==> src/logic/config_overlay_cfg.svh <==
// Purpose: Constants for the configuration overlay command handler
// Assumes: Taskfile registers arrive as parallel 8-bit ports
// Notes: Offsets, codes and field positions only
`ifndef CONFIG_OVERLAY_CFG_SVH
`define CONFIG_OVERLAY_CFG_SVH
`define CO_OPCODE 8'hB1
`define CO_SUB_RESTORE 8'hC0
`define CO_SUB_FREEZE 8'hC1
`define CO_SUB_IDENTIFY 8'hC2
`define CO_SUB_SET 8'hC3
`define CO_RSN_FROZEN 8'h01
`define CO_RSN_PROTECTED 8'h06
`define CO_RSN_UNSUPPORTED 8'h07
`define CO_RSN_BAD_SUB 8'h08
`define CO_RSN_OTHER 8'hFF
`define CO_MAXLBA_WORD 8'h03
`define CO_SIGNATURE 8'hA5
`define CO_LAST_WORD 8'hFF
`define CO_ERR_ABT 8'h04
`define CO_ST_BSY 8'h80
`define CO_ST_RDY 8'h40
`define CO_ST_DRQ 8'h08
`define CO_ST_ERR 8'h01
`endif

==> src/logic/config_overlay_pkg.sv <==
// Purpose: Types for the configuration overlay command handler
// Assumes: Nothing beyond the constants header
// Notes: Types only
package config_overlay_pkg;
  typedef enum logic [2:0] {
    ST_IDLE,
    ST_DATA_OUT,
    ST_DATA_IN,
    ST_CHECK,
    ST_DONE
  } phase_e;
  typedef logic [15:0] word_t;
endpackage

==> src/logic/config_overlay_word.sv <==
// Purpose: One masked capability word of the identify response
// Assumes: Full capability value is constant
// Notes: Overlay only ever clears bits
`timescale 1ns/10ps
module config_overlay_word #(
  parameter logic [15:0] FULL = 16'hFFFF
) (
  input wire logic core_clk,
  input wire logic reset,
  input wire logic restore,
  input wire logic load,
  input wire logic [15:0] host_word,
  output logic [15:0] reduced_word
);
  logic [15:0] mask_ff;
  logic [15:0] nxt_mask;

  always_comb begin
    nxt_mask = mask_ff;
    if (restore) begin
      nxt_mask = FULL;
    end else if (load) begin
      nxt_mask = host_word & FULL;
    end
  end

  always_ff @(posedge core_clk or posedge reset) begin
    if (reset) begin
      mask_ff <= 16'hFFFF;
    end else begin
      mask_ff <= nxt_mask;
    end
  end

  assign reduced_word = mask_ff & FULL;

endmodule // config_overlay_word

==> src/logic/config_overlay_handler.sv <==
// Purpose: Configuration overlay command handler behind the taskfile
// Assumes: One command pulse, data words by strobe, power_on_n for power
// Notes: reset models hardware or software reset, power_on_n is power
`timescale 1ns/10ps
`include "config_overlay_cfg.svh"
module config_overlay_handler #(
  parameter logic [15:0] FULL_W63 = 16'h0007,
  parameter logic [15:0] FULL_W82 = 16'h746B,
  parameter logic [15:0] FULL_W83 = 16'h7F09,
  parameter logic [15:0] FULL_W84 = 16'h6163,
  parameter logic [15:0] FULL_W88 = 16'h007F,
  parameter logic [15:0] FULL_LBA = 16'hFFFF,
  parameter logic SUPPORTED = 1'b1
) (
  input wire logic core_clk,
  input wire logic reset,
  input wire logic power_on_n,
  input wire logic cmd_valid,
  input wire logic [7:0] cmd_code,
  input wire logic [7:0] feature,
  input wire logic protected_area,
  input wire logic lba_changed,
  input wire logic data_wr,
  input wire logic [15:0] data_wr_word,
  input wire logic data_rd,
  output logic [15:0] data_rd_word,
  output logic [7:0] status,
  output logic [7:0] error,
  output logic [7:0] sector_count,
  output logic [7:0] cyl_high,
  output logic [7:0] cyl_low,
  output logic [15:0] cap_w63,
  output logic [15:0] cap_w82,
  output logic [15:0] cap_w83,
  output logic [15:0] cap_w84,
  output logic [15:0] cap_w88
);
  // ***********************************************
  // Structure content and checksum
  // ***********************************************
  function automatic logic [15:0] full_word(input logic [7:0] idx);
    case (idx)
      8'h00: full_word = 16'h0002;
      8'h01: full_word = FULL_W63;
      8'h02: full_word = FULL_W88;
      8'h03: full_word = FULL_LBA;
      8'h07: full_word = FULL_W82;
      8'h08: full_word = FULL_W83;
      default: full_word = 16'h0000;
    endcase
  endfunction

  function automatic logic [7:0] checksum();
    logic [7:0] sum;
    logic [15:0] cur;
    sum = `CO_SIGNATURE;
    for (int i = 0; i < 255; i++) begin
      cur = full_word(8'(i));
      sum = sum + cur[7:0] + cur[15:8];
    end
    checksum = 8'(8'h00 - sum);
  endfunction

  // ***********************************************
  // Frozen flag on the power domain
  // ***********************************************
  logic frozen_ff;
  logic nxt_frozen;
  logic set_frozen;

  always_comb begin
    nxt_frozen = frozen_ff | set_frozen;
  end

  always_ff @(posedge core_clk or negedge power_on_n) begin
    if (!power_on_n) begin
      frozen_ff <= 1'b0;
    end else begin
      frozen_ff <= nxt_frozen;
    end
  end

  // ***********************************************
  // Command sequencer
  // ***********************************************
  config_overlay_pkg::phase_e phase_ff, nxt_phase;
  logic [7:0] idx_ff, nxt_idx;
  logic [15:0] buf_ff [0:4];
  logic [15:0] nxt_buf [0:4];
  logic [15:0] rd_ff, nxt_rd;
  logic [7:0] st_ff, nxt_st, er_ff, nxt_er;
  logic [7:0] sc_ff, nxt_sc, ch_ff, nxt_ch, cl_ff, nxt_cl;
  logic do_restore, do_load, bad;
  logic [7:0] bad_word;
  logic [15:0] bad_bits;

  always_comb begin
    bad = 1'b0;
    bad_word = 8'h00;
    bad_bits = 16'h0000;
    if (lba_changed && protected_area) begin
      bad = 1'b1;
      bad_word = `CO_MAXLBA_WORD;
    end else if (buf_ff[4] != FULL_LBA) begin
      bad = 1'b1;
      bad_word = `CO_MAXLBA_WORD;
      bad_bits = buf_ff[4] ^ FULL_LBA;
    end
  end

  always_comb begin
    nxt_phase = phase_ff;
    nxt_idx = idx_ff;
    for (int i = 0; i < 5; i++) begin
      nxt_buf[i] = buf_ff[i];
    end
    nxt_rd = rd_ff;
    nxt_st = st_ff;
    nxt_er = er_ff;
    nxt_sc = sc_ff;
    nxt_ch = ch_ff;
    nxt_cl = cl_ff;
    set_frozen = 1'b0;
    do_restore = 1'b0;
    do_load = 1'b0;
    case (phase_ff)
      config_overlay_pkg::ST_IDLE: begin
        if (cmd_valid && cmd_code == `CO_OPCODE) begin
          nxt_er = 8'h00;
          nxt_sc = 8'h00;
          nxt_ch = 8'h00;
          nxt_cl = 8'h00;
          nxt_st = `CO_ST_RDY | `CO_ST_ERR;
          nxt_idx = 8'h00;
          if (!SUPPORTED) begin
            nxt_er = `CO_ERR_ABT;
            nxt_sc = `CO_RSN_UNSUPPORTED;
          end else if (feature < `CO_SUB_RESTORE ||
                       feature > `CO_SUB_SET) begin
            nxt_er = `CO_ERR_ABT;
            nxt_sc = `CO_RSN_BAD_SUB;
          end else if (frozen_ff) begin
            nxt_er = `CO_ERR_ABT;
            nxt_sc = `CO_RSN_FROZEN;
          end else if (feature == `CO_SUB_RESTORE) begin
            if (protected_area) begin
              nxt_er = `CO_ERR_ABT;
              nxt_sc = `CO_RSN_PROTECTED;
              nxt_ch = `CO_MAXLBA_WORD;
            end else begin
              do_restore = 1'b1;
              nxt_st = `CO_ST_RDY;
            end
          end else if (feature == `CO_SUB_FREEZE) begin
            set_frozen = 1'b1;
            nxt_st = `CO_ST_RDY;
          end else if (feature == `CO_SUB_IDENTIFY) begin
            nxt_rd = full_word(8'h00);
            nxt_st = `CO_ST_RDY | `CO_ST_DRQ;
            nxt_phase = config_overlay_pkg::ST_DATA_IN;
          end else begin
            nxt_st = `CO_ST_RDY | `CO_ST_DRQ;
            nxt_phase = config_overlay_pkg::ST_DATA_OUT;
          end
        end
      end
      config_overlay_pkg::ST_DATA_IN: begin
        if (data_rd) begin
          nxt_idx = 8'(idx_ff + 8'h01);
          if (idx_ff == 8'hFE) begin
            nxt_rd = {checksum(), `CO_SIGNATURE};
          end else begin
            nxt_rd = full_word(8'(idx_ff + 8'h01));
          end
          if (idx_ff == `CO_LAST_WORD) begin
            nxt_st = `CO_ST_RDY;
            nxt_phase = config_overlay_pkg::ST_IDLE;
          end
        end
      end
      config_overlay_pkg::ST_DATA_OUT: begin
        if (data_wr) begin
          nxt_idx = 8'(idx_ff + 8'h01);
          case (idx_ff)
            8'h01: nxt_buf[0] = data_wr_word;
            8'h03: nxt_buf[4] = data_wr_word;
            8'h07: nxt_buf[1] = data_wr_word;
            8'h08: nxt_buf[2] = data_wr_word;
            8'h02: nxt_buf[3] = data_wr_word;
            default: begin
            end
          endcase
          if (idx_ff == `CO_LAST_WORD) begin
            nxt_st = `CO_ST_BSY;
            nxt_phase = config_overlay_pkg::ST_CHECK;
          end
        end
      end
      config_overlay_pkg::ST_CHECK: begin
        nxt_phase = config_overlay_pkg::ST_IDLE;
        if (bad) begin
          nxt_st = `CO_ST_RDY | `CO_ST_ERR;
          nxt_er = `CO_ERR_ABT;
          nxt_sc = protected_area ? `CO_RSN_PROTECTED : `CO_RSN_OTHER;
          nxt_ch = bad_word;
          nxt_cl = bad_bits[15:8] | bad_bits[7:0];
        end else begin
          do_load = 1'b1;
          nxt_st = `CO_ST_RDY;
        end
      end
      default: begin
        nxt_phase = config_overlay_pkg::ST_IDLE;
      end
    endcase
  end

  always_ff @(posedge core_clk or posedge reset) begin
    if (reset) begin
      phase_ff <= config_overlay_pkg::ST_IDLE;
      idx_ff <= 8'h00;
      for (int i = 0; i < 5; i++) begin
        buf_ff[i] <= 16'hFFFF;
      end
      rd_ff <= 16'h0000;
      st_ff <= `CO_ST_RDY;
      er_ff <= 8'h00;
      sc_ff <= 8'h00;
      ch_ff <= 8'h00;
      cl_ff <= 8'h00;
    end else begin
      phase_ff <= nxt_phase;
      idx_ff <= nxt_idx;
      for (int i = 0; i < 5; i++) begin
        buf_ff[i] <= nxt_buf[i];
      end
      rd_ff <= nxt_rd;
      st_ff <= nxt_st;
      er_ff <= nxt_er;
      sc_ff <= nxt_sc;
      ch_ff <= nxt_ch;
      cl_ff <= nxt_cl;
    end
  end

  // ***********************************************
  // Reduced identify words, word 84 always loaded with its full value
  // ***********************************************
  config_overlay_word #(.FULL(FULL_W63)) u_w63 (.core_clk(core_clk),
    .reset(reset), .restore(do_restore), .load(do_load),
    .host_word(buf_ff[0]), .reduced_word(cap_w63));
  config_overlay_word #(.FULL(FULL_W82)) u_w82 (.core_clk(core_clk),
    .reset(reset), .restore(do_restore), .load(do_load),
    .host_word(buf_ff[1]), .reduced_word(cap_w82));
  config_overlay_word #(.FULL(FULL_W83)) u_w83 (.core_clk(core_clk),
    .reset(reset), .restore(do_restore), .load(do_load),
    .host_word(buf_ff[2]), .reduced_word(cap_w83));
  config_overlay_word #(.FULL(FULL_W84)) u_w84 (.core_clk(core_clk),
    .reset(reset), .restore(do_restore), .load(do_load),
    .host_word(FULL_W84), .reduced_word(cap_w84));
  config_overlay_word #(.FULL(FULL_W88)) u_w88 (.core_clk(core_clk),
    .reset(reset), .restore(do_restore), .load(do_load),
    .host_word(buf_ff[3]), .reduced_word(cap_w88));

  assign data_rd_word = rd_ff;
  assign status = st_ff;
  assign error = er_ff;
  assign sector_count = sc_ff;
  assign cyl_high = ch_ff;
  assign cyl_low = cl_ff;

  // ***********************************************
  // Checks
  // ***********************************************
  a_frozen_abort: assert property (@(posedge core_clk)
    disable iff (reset) cmd_valid && cmd_code == `CO_OPCODE && frozen_ff &&
    SUPPORTED && feature >= `CO_SUB_RESTORE && feature <= `CO_SUB_SET &&
    phase_ff == config_overlay_pkg::ST_IDLE
    |=> error == `CO_ERR_ABT && sector_count == `CO_RSN_FROZEN)
    else $error("frozen subcommand not aborted");
  a_frozen_sticky: assert property (@(posedge core_clk)
    disable iff (!power_on_n) frozen_ff |=> frozen_ff)
    else $error("frozen flag dropped");
  a_reserved_sub: assert property (@(posedge core_clk)
    disable iff (reset) cmd_valid && cmd_code == `CO_OPCODE && SUPPORTED &&
    feature > `CO_SUB_SET && phase_ff == config_overlay_pkg::ST_IDLE
    |=> sector_count == `CO_RSN_BAD_SUB && status[0])
    else $error("reserved subcommand accepted");
  a_restore_full: assert property (@(posedge core_clk)
    disable iff (reset) do_restore |=> cap_w63 == FULL_W63 &&
    cap_w82 == FULL_W82 && cap_w83 == FULL_W83 && cap_w88 == FULL_W88)
    else $error("restore left reductions");
  a_no_add_bits: assert property (@(posedge core_clk)
    disable iff (reset) (cap_w83 & ~FULL_W83) == 16'h0000)
    else $error("capability beyond full set");
  a_protected_rst: assert property (@(posedge core_clk)
    disable iff (reset) do_restore |-> !protected_area)
    else $error("restore with protected area");
  a_identify_drq: assert property (@(posedge core_clk)
    disable iff (reset)
    phase_ff == config_overlay_pkg::ST_DATA_IN |-> status[3])
    else $error("identify without data request");
  a_set_abort: assert property (@(posedge core_clk)
    disable iff (reset) phase_ff == config_overlay_pkg::ST_CHECK && bad
    |=> error == `CO_ERR_ABT && cyl_high == $past(bad_word))
    else $error("bad set not reported");

endmodule // config_overlay_handler

==> config.mk <==
export PLATFORM = sky130hd
export DESIGN_NAME = config_overlay_handler
export DESIGN_NICKNAME = d
export VERILOG_FILES = /design/src/logic/config_overlay_pkg.sv /design/src/logic/config_overlay_word.sv /design/src/logic/config_overlay_handler.sv
export VERILOG_INCLUDE_DIRS = /design/src /design/src/logic
export SDC_FILE = /design/constraint.sdc
export NUM_CORES = 1
export LEC_CHECK = 0
export BUFFER_PORTS_ARGS = -buffer_cell sky130_fd_sc_hd__buf_2
export CORE_UTILIZATION = 40
export DETAILED_ROUTE_END_ITERATION = 8
export GPL_ROUTABILITY_DRIVEN = 0
export PLACE_DENSITY_LB_ADDON = 0.25
export SLEW_MARGIN = 10
export SYNTH_ARGS = -nofsm -noshare
export SYNTH_HDL_FRONTEND = slang
export SYNTH_SLANG_ARGS = --single-unit
export TNS_END_PERCENT = 30
==> constraint.sdc <==
create_clock -name core_clk -period 4.3 [get_ports core_clk]
set_clock_uncertainty 0.15 [all_clocks]
set_input_delay 0.86 -clock core_clk [delete_from_list [all_inputs] [get_ports core_clk]]
set_output_delay 0.86 -clock core_clk [all_outputs]
set_load 0.05 [all_outputs]
==> results.toml, run 1 <==
[status]
status = "finished clean"

[sta]
max_freq_mhz = 315.9
grt_setup_unrepaired = "false"
tightest_slew_ps = 1106
finalCritPeriodShare_pct = 73.61
fin_setup_tns_ps = 0
whs_ps = 67.96
report.final.hold_viol_count = 0
maxSlewHeadroom_pct = 26.11
setup_viol = 0
fin_crit_ps = 3165
report.final.slew_viol_count = 0

[place]
placed_area_mm2 = 0.006421
dp_hpwl_mm = 9.970
portBuffers = 106

[synthesis]
yosysSeqAreaShare_pct = 48.94
yosysWarnings = 0
yosys-top-cells-count = "nand2_1, buf_4, dfstp_2"
synth_cell_types = 58
synth_top_area_share_pct = 31.88
synth_area_mm2 = 0.006016
synth_edf_count = 0
async_flop_share_pct = 100.0
yosysMostFrequentCell = "nand2_1"
synth-seq-cells = 114
synth.area.top_cells = "dfstp_2, dfrtp_1, buf_4, mux2_2, nand2_1"
synth_area_leader_cell = "dfstp_2"
avgSynthCellArea_um2 = 10.41
ys.flop_type = "dfstp_2"
syn_inst = 578

[final_layout]
area_delta_synth_final_pct = 16.47
fin_area_mm2 = 0.007007
fill_cells = 1357
num_antenna_cells = 0
layout.nets = 730
regArea_mm2 = 0.002944
final_core_util_pct = 48.03
drive_gt1_share_pct = 39.74
multi_input_area_mm2 = 0.002613

[pwr]
p_int_uw = 2171
p_seq_share_pct = 37.8
p_per_area_mw_per_mm2 = 456.5
p_leak_uw = 0.003318
switching_power_uw = 1028
swShare_pct = 32.13
p_comb_share_pct = 19.3
peakVddDrop_uv = 252.4
clkPwrFrac_pct = 42.9

[global_route]
grt_pass1_vias = 4396
grt_start_max_net_pins = 63
antenna_found_initial = 1
track_usage_pct = 18.53
grt_overflow = 0
grt_pass1_wl_mm = 22.63

[worst_setup_path]
r2r_cells = 7
crit_fanout = 26
worstReg2RegStart = "phase_ff[1]"
r2r-end = "cyl_high[0]"
reg2reg_slack_ps = 1130
critPathLaunchType = "register"
critPathRequiredTime_ps = 4410
crit_type = "reg2reg"
arrival_ps = 3270
critPathCaptureType = "register"

[clocking]
ctsHtreeMaxLevel = 4
cts_setup_buffers = 0
holdBufCountCts = 0
cts_buffer_depth = 2
cts-resized-gates = 0
cts.sink_count = 114
clkTransAtPathRegs_ps = 50
cts-root-buf = "clkbuf_16"
clk_latency_ps = 410
cts_buffers = 17
cts_tree = "built"

[floorplanning]
die_h_um = 124.6
die_area_mm2 = 0.01553
ios = 176
core-area_mm2 = 0.01459
num_rows = 44
start_util_pct = 41.23
die_w_um = 124.6

[worst_hold_path]
hold_class = "in2async"

[detailed_routing]
postRouteAntennaNets = 0
via_per_inst = 5.098
vias = 4466
dr.pass1.iters = 5
route.detailed.drc = 0
drt_iter0_markers = 338
wl_mm = 13.95
post_drt_wl_per_cell_um = 15.92

[flow_run]
cap_violations = 0
-- area by class of cell --
cell class              instances  share of cell area (%)
clock buffers                  26                   7.429
inverters                      19                   1.054
flip-flops and latches        114                   42.02
multi-input cells             417                   37.29
well taps                     184                   3.286
repair buffers                110                   8.000
clock inverters                 6                  0.9286
-- sequential cells by signal, indices dropped and copies added (netlist names) --
signal,cells
buf_ff,44
data_rd_word,13
u_w82.mask_ff,9
u_w83.mask_ff,9
cyl_low,8
idx_ff,8
u_w88.mask_ff,7
sector_count,4
status,4
u_w63.mask_ff,3
phase_ff,2
cyl_high,1
error,1
frozen_ff,1
-- cells in the final DEF, fill, tap and decap left out, types with 3 or more instances in the layout --
| cell | Yosys | routed |
|---|---|---|
| nand2_1 | 80 | 80 |
| nor3_1 | 12 | 12 |
| clkbuf_1 | 14 | 4 |
| inv_1 | 19 | 18 |
| nor2_1 | 21 | 20 |
| a22o_1 | 6 | 6 |
| clkbuf_8 | 0 | 4 |
| nor4_1 | 3 | 3 |
| a211oi_1 | 16 | 16 |
| mux2i_1 | 6 | 6 |
| dfstp_2 | 73 | 73 |
| conb_1 | 2 | 69 |
| inv_4 | 0 | 4 |
| ha_1 | 11 | 11 |
| nand4_1 | 8 | 8 |
| nand3_1 | 31 | 31 |
| nand4b_1 | 3 | 3 |
| nand3b_1 | 3 | 3 |
| o21a_1 | 3 | 3 |
| or3_1 | 4 | 4 |
| a21oi_1 | 11 | 11 |
| and3_1 | 4 | 4 |
| a311oi_1 | 3 | 3 |
| buf_4 | 77 | 4 |
| mux2_2 | 48 | 48 |
| dfrtp_1 | 41 | 41 |
| o22ai_1 | 5 | 4 |
| clkbuf_16 | 0 | 18 |
| a21o_1 | 9 | 9 |
| buf_2 | 2 | 106 |
| o21ai_0 | 21 | 21 |
-- kinds of logic after synthesis --
group / synth area share [%]
AOI/OAI and AO/OA: 10.98
xor gates and xnor gates: 0.2912
adders and majority gates: 2.288
buffers and inverters: 11.96
DFF: 48.94
muxes: 9.983
other: 0.1248
and+or+nand+nor: 15.43
-- power groups by stage --
stage | logic, uW | registers, uW | clock network [uW]
after global routing | 662 | 1220 | 1450
after global placement | 608 | 1220 | 0
after floorplan | 488 | 1280 | 0
final | 616 | 1210 | 1370
after detailed placement | 617 | 1220 | 0
after CTS | 618 | 1210 | 1400
-- per-stage QoR --
stage | std cells | total power (uW) | setup slack (ps)
finish | 876 | 3198 | 1135
global route | 876 | 3333 | 787.1
CTS | 876 | 3225 | 1120
detailed placement | 844 | 1839 | 1010
global placement | 844 | 1828 | 1065
floorplan | 645 | 1767 | 423.4
-- layer usage --
metal / GRT usage [%] / wire length (um) / up-vias
met4: 7.442 / 221 / 0
met1: 23.10 / 6036 / 2211
met5: 0 / 0 / -
met3: 5.627 / 782 / 16
met2: 29.87 / 6909 / 148
li1: - / - / 2091
-- critical path, cell delays in order (launching register included) --
cell and delay, ps:
dfrtp_1 400, inv_1 140, ha_1 450, inv_1 210, nor4_1 660, o22ai_2 470, a311oi_1 460, a21oi_1 70
-- worst max-delay path by stage --
stage	end	slack [ps]	cells after the start	start
floorplan	cyl_high[0]	420	1	reset
global placement	sector_count[2]	1060	6	cmd_code[1]
detailed placement	cyl_high[0]	1010	6	cmd_code[1]
CTS	cyl_high[0]	1120	7	phase_ff[1]
global route	cyl_high[0]	790	7	phase_ff[0]
finish	cyl_high[0]	1130	7	phase_ff[1]
No activity file was read; power rests on OpenSTA's default activity.
==> inputs of run 2 (changes only) <==
clock period = 2.95 ns   (was 4.3 ns; I/O delays follow)
==> run 2 against run 1 <==
Design area up 2.4%. Routed wire length decreased by 0.28%. Worst setup slack lost 920 ps. Largest cell class unchanged. Critical path type unchanged. Worst hold slack better by 160 ps. Clock power is 55% higher. Largest power group unchanged. Sequential cell count stayed put.
==> results.toml, run 2 (same netlist as run 1, synthesis figures left out) <==
[clocking]
cts_buffer_depth = 2
ctsHtreeMaxLevel = 4
cts_buffers = 17
clk_latency_ps = 410
cts-root-buf = "clkbuf_16"
clkTransAtPathRegs_ps = 50
cts_tree = "built"
cts-resized-gates = 0
cts.sink_count = 114

[flow_run]
cap_violations = 0

[worst_setup_path]
crit_fanout = 26
reg2reg_slack_ps = 220
critPathRequiredTime_ps = 3100
crit_type = "reg2reg"
arrival_ps = 2880
critPathLaunchType = "register"
critPathCaptureType = "register"

[sta]
tightest_slew_ps = 950.8
max_freq_mhz = 366.2
whs_ps = 223.3
grt_setup_unrepaired = "false"
maxSlewHeadroom_pct = 36.61
report.final.slew_viol_count = 0
setup_ws_ps = 218.9
fin_setup_tns_ps = 0
report.final.hold_viol_count = 0
setup_viol = 0
fin_crit_ps = 2731
finalCritPeriodShare_pct = 92.58

[global_route]
track_usage_pct = 18.75
grt_overflow = 0
grt_pass1_vias = 4613
grt_pass1_wl_mm = 23.03
antenna_found_initial = 0
grt_start_max_net_pins = 41

[final_layout]
area_delta_synth_final_pct = 19.26
final_common_cell = "buf_2"
drive_gt1_share_pct = 40.91
final_core_util_pct = 49.18
layout.nets = 742
largest_reg_flops = 44
num_antenna_cells = 0
fin_area_mm2 = 0.007174
max_flop_register = "buf_ff"
layout_common_cells = "buf_2, nand2_1, dfstp_2"

[detailed_routing]
postRouteAntennaNets = 0
drt_iter0_markers = 226
dr.pass1.iters = 4
route.detailed.drc = 0
wl_mm = 13.91
via_per_inst = 5.079
post_drt_wl_per_cell_um = 15.66
vias = 4510

[pwr]
peakVddDrop_uv = 312.1
p_leak_uw = 0.003411
p_per_area_mw_per_mm2 = 668.2

[place]
dp_hpwl_mm = 10.18
dp_slack_ps = 75.28
portBuffers = 106
placed_area_mm2 = 0.006530

[floorplanning]
die_h_um = 124.6
num_rows = 44
die_w_um = 124.6
ios = 176
die_area_mm2 = 0.01553
core-area_mm2 = 0.01459
start_util_pct = 41.23

[status]
status = "finished clean"

[worst_hold_path]
hold_class = "in2async"
==> run 2: layer usage <==
metal | wire length (um) | GRT usage, % | share of wire, % | vias to the layer above
met4 | 332 | 8.363 | 2.4 | 0
met2 | 7028 | 31.56 | 51 | 144
met5 | 0 | 0 | 0 | -
met1 | 5796 | 21.98 | 42 | 2227
li1 | - | - | - | 2114
met3 | 752 | 5.584 | 5.4 | 25
==> run 2: area by class of cell <==
type / instances / area [um2]
Timing Repair Buffer: 122 / 678.2
Clock inverter: 5 / 57.56
Fill cell: 1358 / 7415
Clock buffer: 27 / 576.8
Multi-Input combinational cell: 417 / 2613
Sequential cell: 114 / 2944
Tap cell: 184 / 230.2
Inverter: 19 / 75.07
==> run 2: critical path, stage by stage, from the launching register on <==
cell,delay (ps)
dfstp_2,540
nand4_1,120
or4_1,610
o22ai_2,790
mux2_2,410
==> run 2: through the flow <==
| step | total power (uW) | std cells |
|---|---|---|
| floorplan | 2577 | 645 |
| global placement | 2679 | 855 |
| detailed placement | 2691 | 855 |
| CTS | 4843 | 888 |
| global route | 4988 | 888 |
| finish | 4794 | 888 |
==> run 2: report_power, final <==
part | total [uW] | switching [uW] | leakage [uW] | internal [uW]
sequential | 1740 | 89.3 | 0.00126 | 1650
combinational | 933 | 703 | 0.00183 | 230
clock | 2120 | 701 | 0.000315 | 1420
==> run 2: path summary, 6_finish.rpt <==
| kind | start | cells after the start | end |
|---|---|---|---|
| setup / recovery | buf_ff[12] | 4 | sector_count[6] |
| hold / removal | reset | 2 | cyl_low[1] |
| setup reg to reg | buf_ff[12] | 4 | sector_count[6] |
| hold reg to reg | status[6] | 2 | status[6] |
| max in group asynchronous | reset | 3 | u_w83.mask_ff[12] |
| min in group core_clk | data_wr_word[15] | 2 | buf_ff[15] |
==> run 2: timing repair <==
| action | in CTS | in global routing |
|---|---|---|
| endpoints found under the hold margin | 1 | 0 |
| buffers inserted | 0 | 0 |
| hold buffers | 1 | 0 |
==> inputs of run 3 (changes only) <==
==> constraint.sdc (replaced) <==
create_clock -name core_clk -period 2.95 [get_ports core_clk]
set_clock_uncertainty 0.15 [all_clocks]
set_input_delay 0.295 -clock core_clk [delete_from_list [all_inputs] [get_ports core_clk]]
set_output_delay 0.295 -clock core_clk [all_outputs]
set_load 0.05 [all_outputs]
==> run 3 against run 2 <==
Sequential power is essentially flat. Routed wire length grew 1.4%. Non-clock buffer count grew 10. Sequential cell count is the same. Cell count grew 1.1%. Global-route usage shrank 0.28 points. Count of clock-buffer cells in the layout shrank 1. Via count grew 1.5%. Worst hold slack lost 200 ps. Combinational power shrank 2%. Design area grew 1.2%. Clock power is essentially flat. Largest cell class unchanged. Largest power group unchanged. Highest routed layer unchanged.
==> results.toml, run 3 (same netlist as run 1, synthesis figures left out) <==
[sta]
fin_crit_ps = 2507
setup_viol = 0
report.final.slew_viol_count = 0
finalCritPeriodShare_pct = 84.99
grt_setup_unrepaired = "false"
fin_setup_tns_ps = 0
tightest_slew_ps = 963.0
report.final.hold_viol_count = 0
max_freq_mhz = 398.9
maxSlewHeadroom_pct = 35.67
whs_ps = 26.79

[pwr]
p_seq_share_pct = 36.7
peakVddDrop_uv = 400.7
p_comb_share_pct = 19.1
p_leak_uw = 0.003436
p_per_area_mw_per_mm2 = 662.1
switching_power_uw = 1510
swShare_pct = 31.39
p_int_uw = 3299
clkPwrFrac_pct = 44.2

[floorplanning]
die_w_um = 124.6
core-area_mm2 = 0.01459
start_util_pct = 41.23
num_rows = 44
ios = 176
die_h_um = 124.6
die_area_mm2 = 0.01553

[detailed_routing]
drt_iter0_markers = 206
via_per_inst = 5.097
route.detailed.drc = 0
wl_mm = 14.10
vias = 4577
dr.pass1.iters = 7
postRouteAntennaNets = 0
post_drt_wl_per_cell_um = 15.70

[clocking]
clkTransAtPathRegs_ps = 60
holdBufCountCts = 11
cts_tree = "built"
cts_buffer_depth = 2
cts-root-buf = "clkbuf_16"
cts-resized-gates = 0
cts.sink_count = 114
cts_setup_buffers = 0
ctsHtreeMaxLevel = 4
clk_latency_ps = 410
cts_buffers = 17

[worst_setup_path]
crit_type = "reg2reg"
arrival_ps = 2650
critPathCaptureType = "register"
r2r_cells = 7
critPathLaunchType = "register"
crit_fanout = 14
critPathRequiredTime_ps = 3100

[global_route]
grt_pass1_wl_mm = 22.69
track_usage_pct = 18.47
grt_pass1_vias = 4492
grt_start_max_net_pins = 43
grt_overflow = 0
antenna_found_initial = 0

[final_layout]
num_antenna_cells = 0
area_delta_synth_final_pct = 20.74
drive_gt1_share_pct = 39.92
fin_cells = 898
final_common_cell = "buf_2"
max_flop_register = "buf_ff"
layout_common_cells = "buf_2, nand2_1, dfstp_2"
layout.nets = 752
largest_reg_flops = 44

[place]
portBuffers = 106
dp_hpwl_mm = 10.19
dp_cells = 855

[worst_hold_path]
hold_class = "in2reg"
hold_depth = 2

[flow_run]
cap_violations = 0

[status]
status = "finished clean"
## run 3: cell count changes in the layout (fill, tap and decap cells not counted)
| cell | change |
|---|---|
| bufinv_16 | +1 |
| clkinv_2 | -1 |
| clkbuf_1 | +3 |
| dlygate4sd3_1 | +10 |
| clkbuf_8 | -4 |
| clkinvlp_4 | +1 |
## run 3: power by group through the flow
| stage | Combinational, uW | Sequential (uW) | Clock [uW] |
|---|---|---|---|
| after floorplan | 711 | 1870 | 0 |
| after global placement | 897 | 1780 | 0 |
| after detailed placement | 906 | 1790 | 0 |
| after CTS | 918 | 1770 | 2160 |
| after global routing | 984 | 1780 | 2220 |
| final | 919 | 1770 | 2120 |
## run 3: worst max-delay path, stage by stage, from the launching register on
cell and delay (ps):
dfrtp_1 500, ha_1 350, buf_4 240, nand3b_1 120
a21oi_1 90, a311oi_1 400, o21ai_0 190, a221o_1 340
## run 3: layer usage
metal  track usage (%)  part of all wire, %  vias to the layer above
li1                  -                    -                     2143
met1             21.99                   43                     2250
met2             31.23                   50                      158
met3             4.897                  4.6                       26
met4             8.079                  2.3                        0
met5                 0                    0                        -
## run 3: area by class of cell
cell class | instances | area (um2)
Fill cell | 1335 | 7326
Sequential cell | 114 | 2944
Multi-Input combinational cell | 417 | 2613
Timing Repair Buffer | 132 | 778.2
Clock buffer | 26 | 533.0
Tap cell | 184 | 230.2
Clock inverter | 6 | 90.09
Inverter | 19 | 75.07
## run 3: metrics by stage
| stage | cell area, um2 | util (%) | power [uW] | worst slack (ps) |
|---|---|---|---|---|
| 6_report | 7263 | 49.79 | 4809 | 442.9 |
| 4_1_cts | 7263 | 49.79 | 4849 | 458.6 |
| 5_1_grt | 7263 | 49.79 | 4985 | 264.6 |
| 3_5_place_dp | 6530 | 44.76 | 2693 | 363.7 |
| 3_3_place_gp | 6530 | 44.76 | 2678 | 417.0 |
| 2_1_floorplan | 6271 | - | 2577 | 561.4 |
## run 3: final timing paths
path	slack [ps]	startpoint	to
max reg2reg	440	idx_ff[0]	data_rd_word[0]
max in group asynchronous	1400	reset	u_w83.mask_ff[13]
min reg2reg	310	status[6]	status[6]
min	30	data_wr_word[13]	buf_ff[13]
min in group asynchronous	70	power_on_n	frozen_ff
max	440	idx_ff[0]	data_rd_word[0]
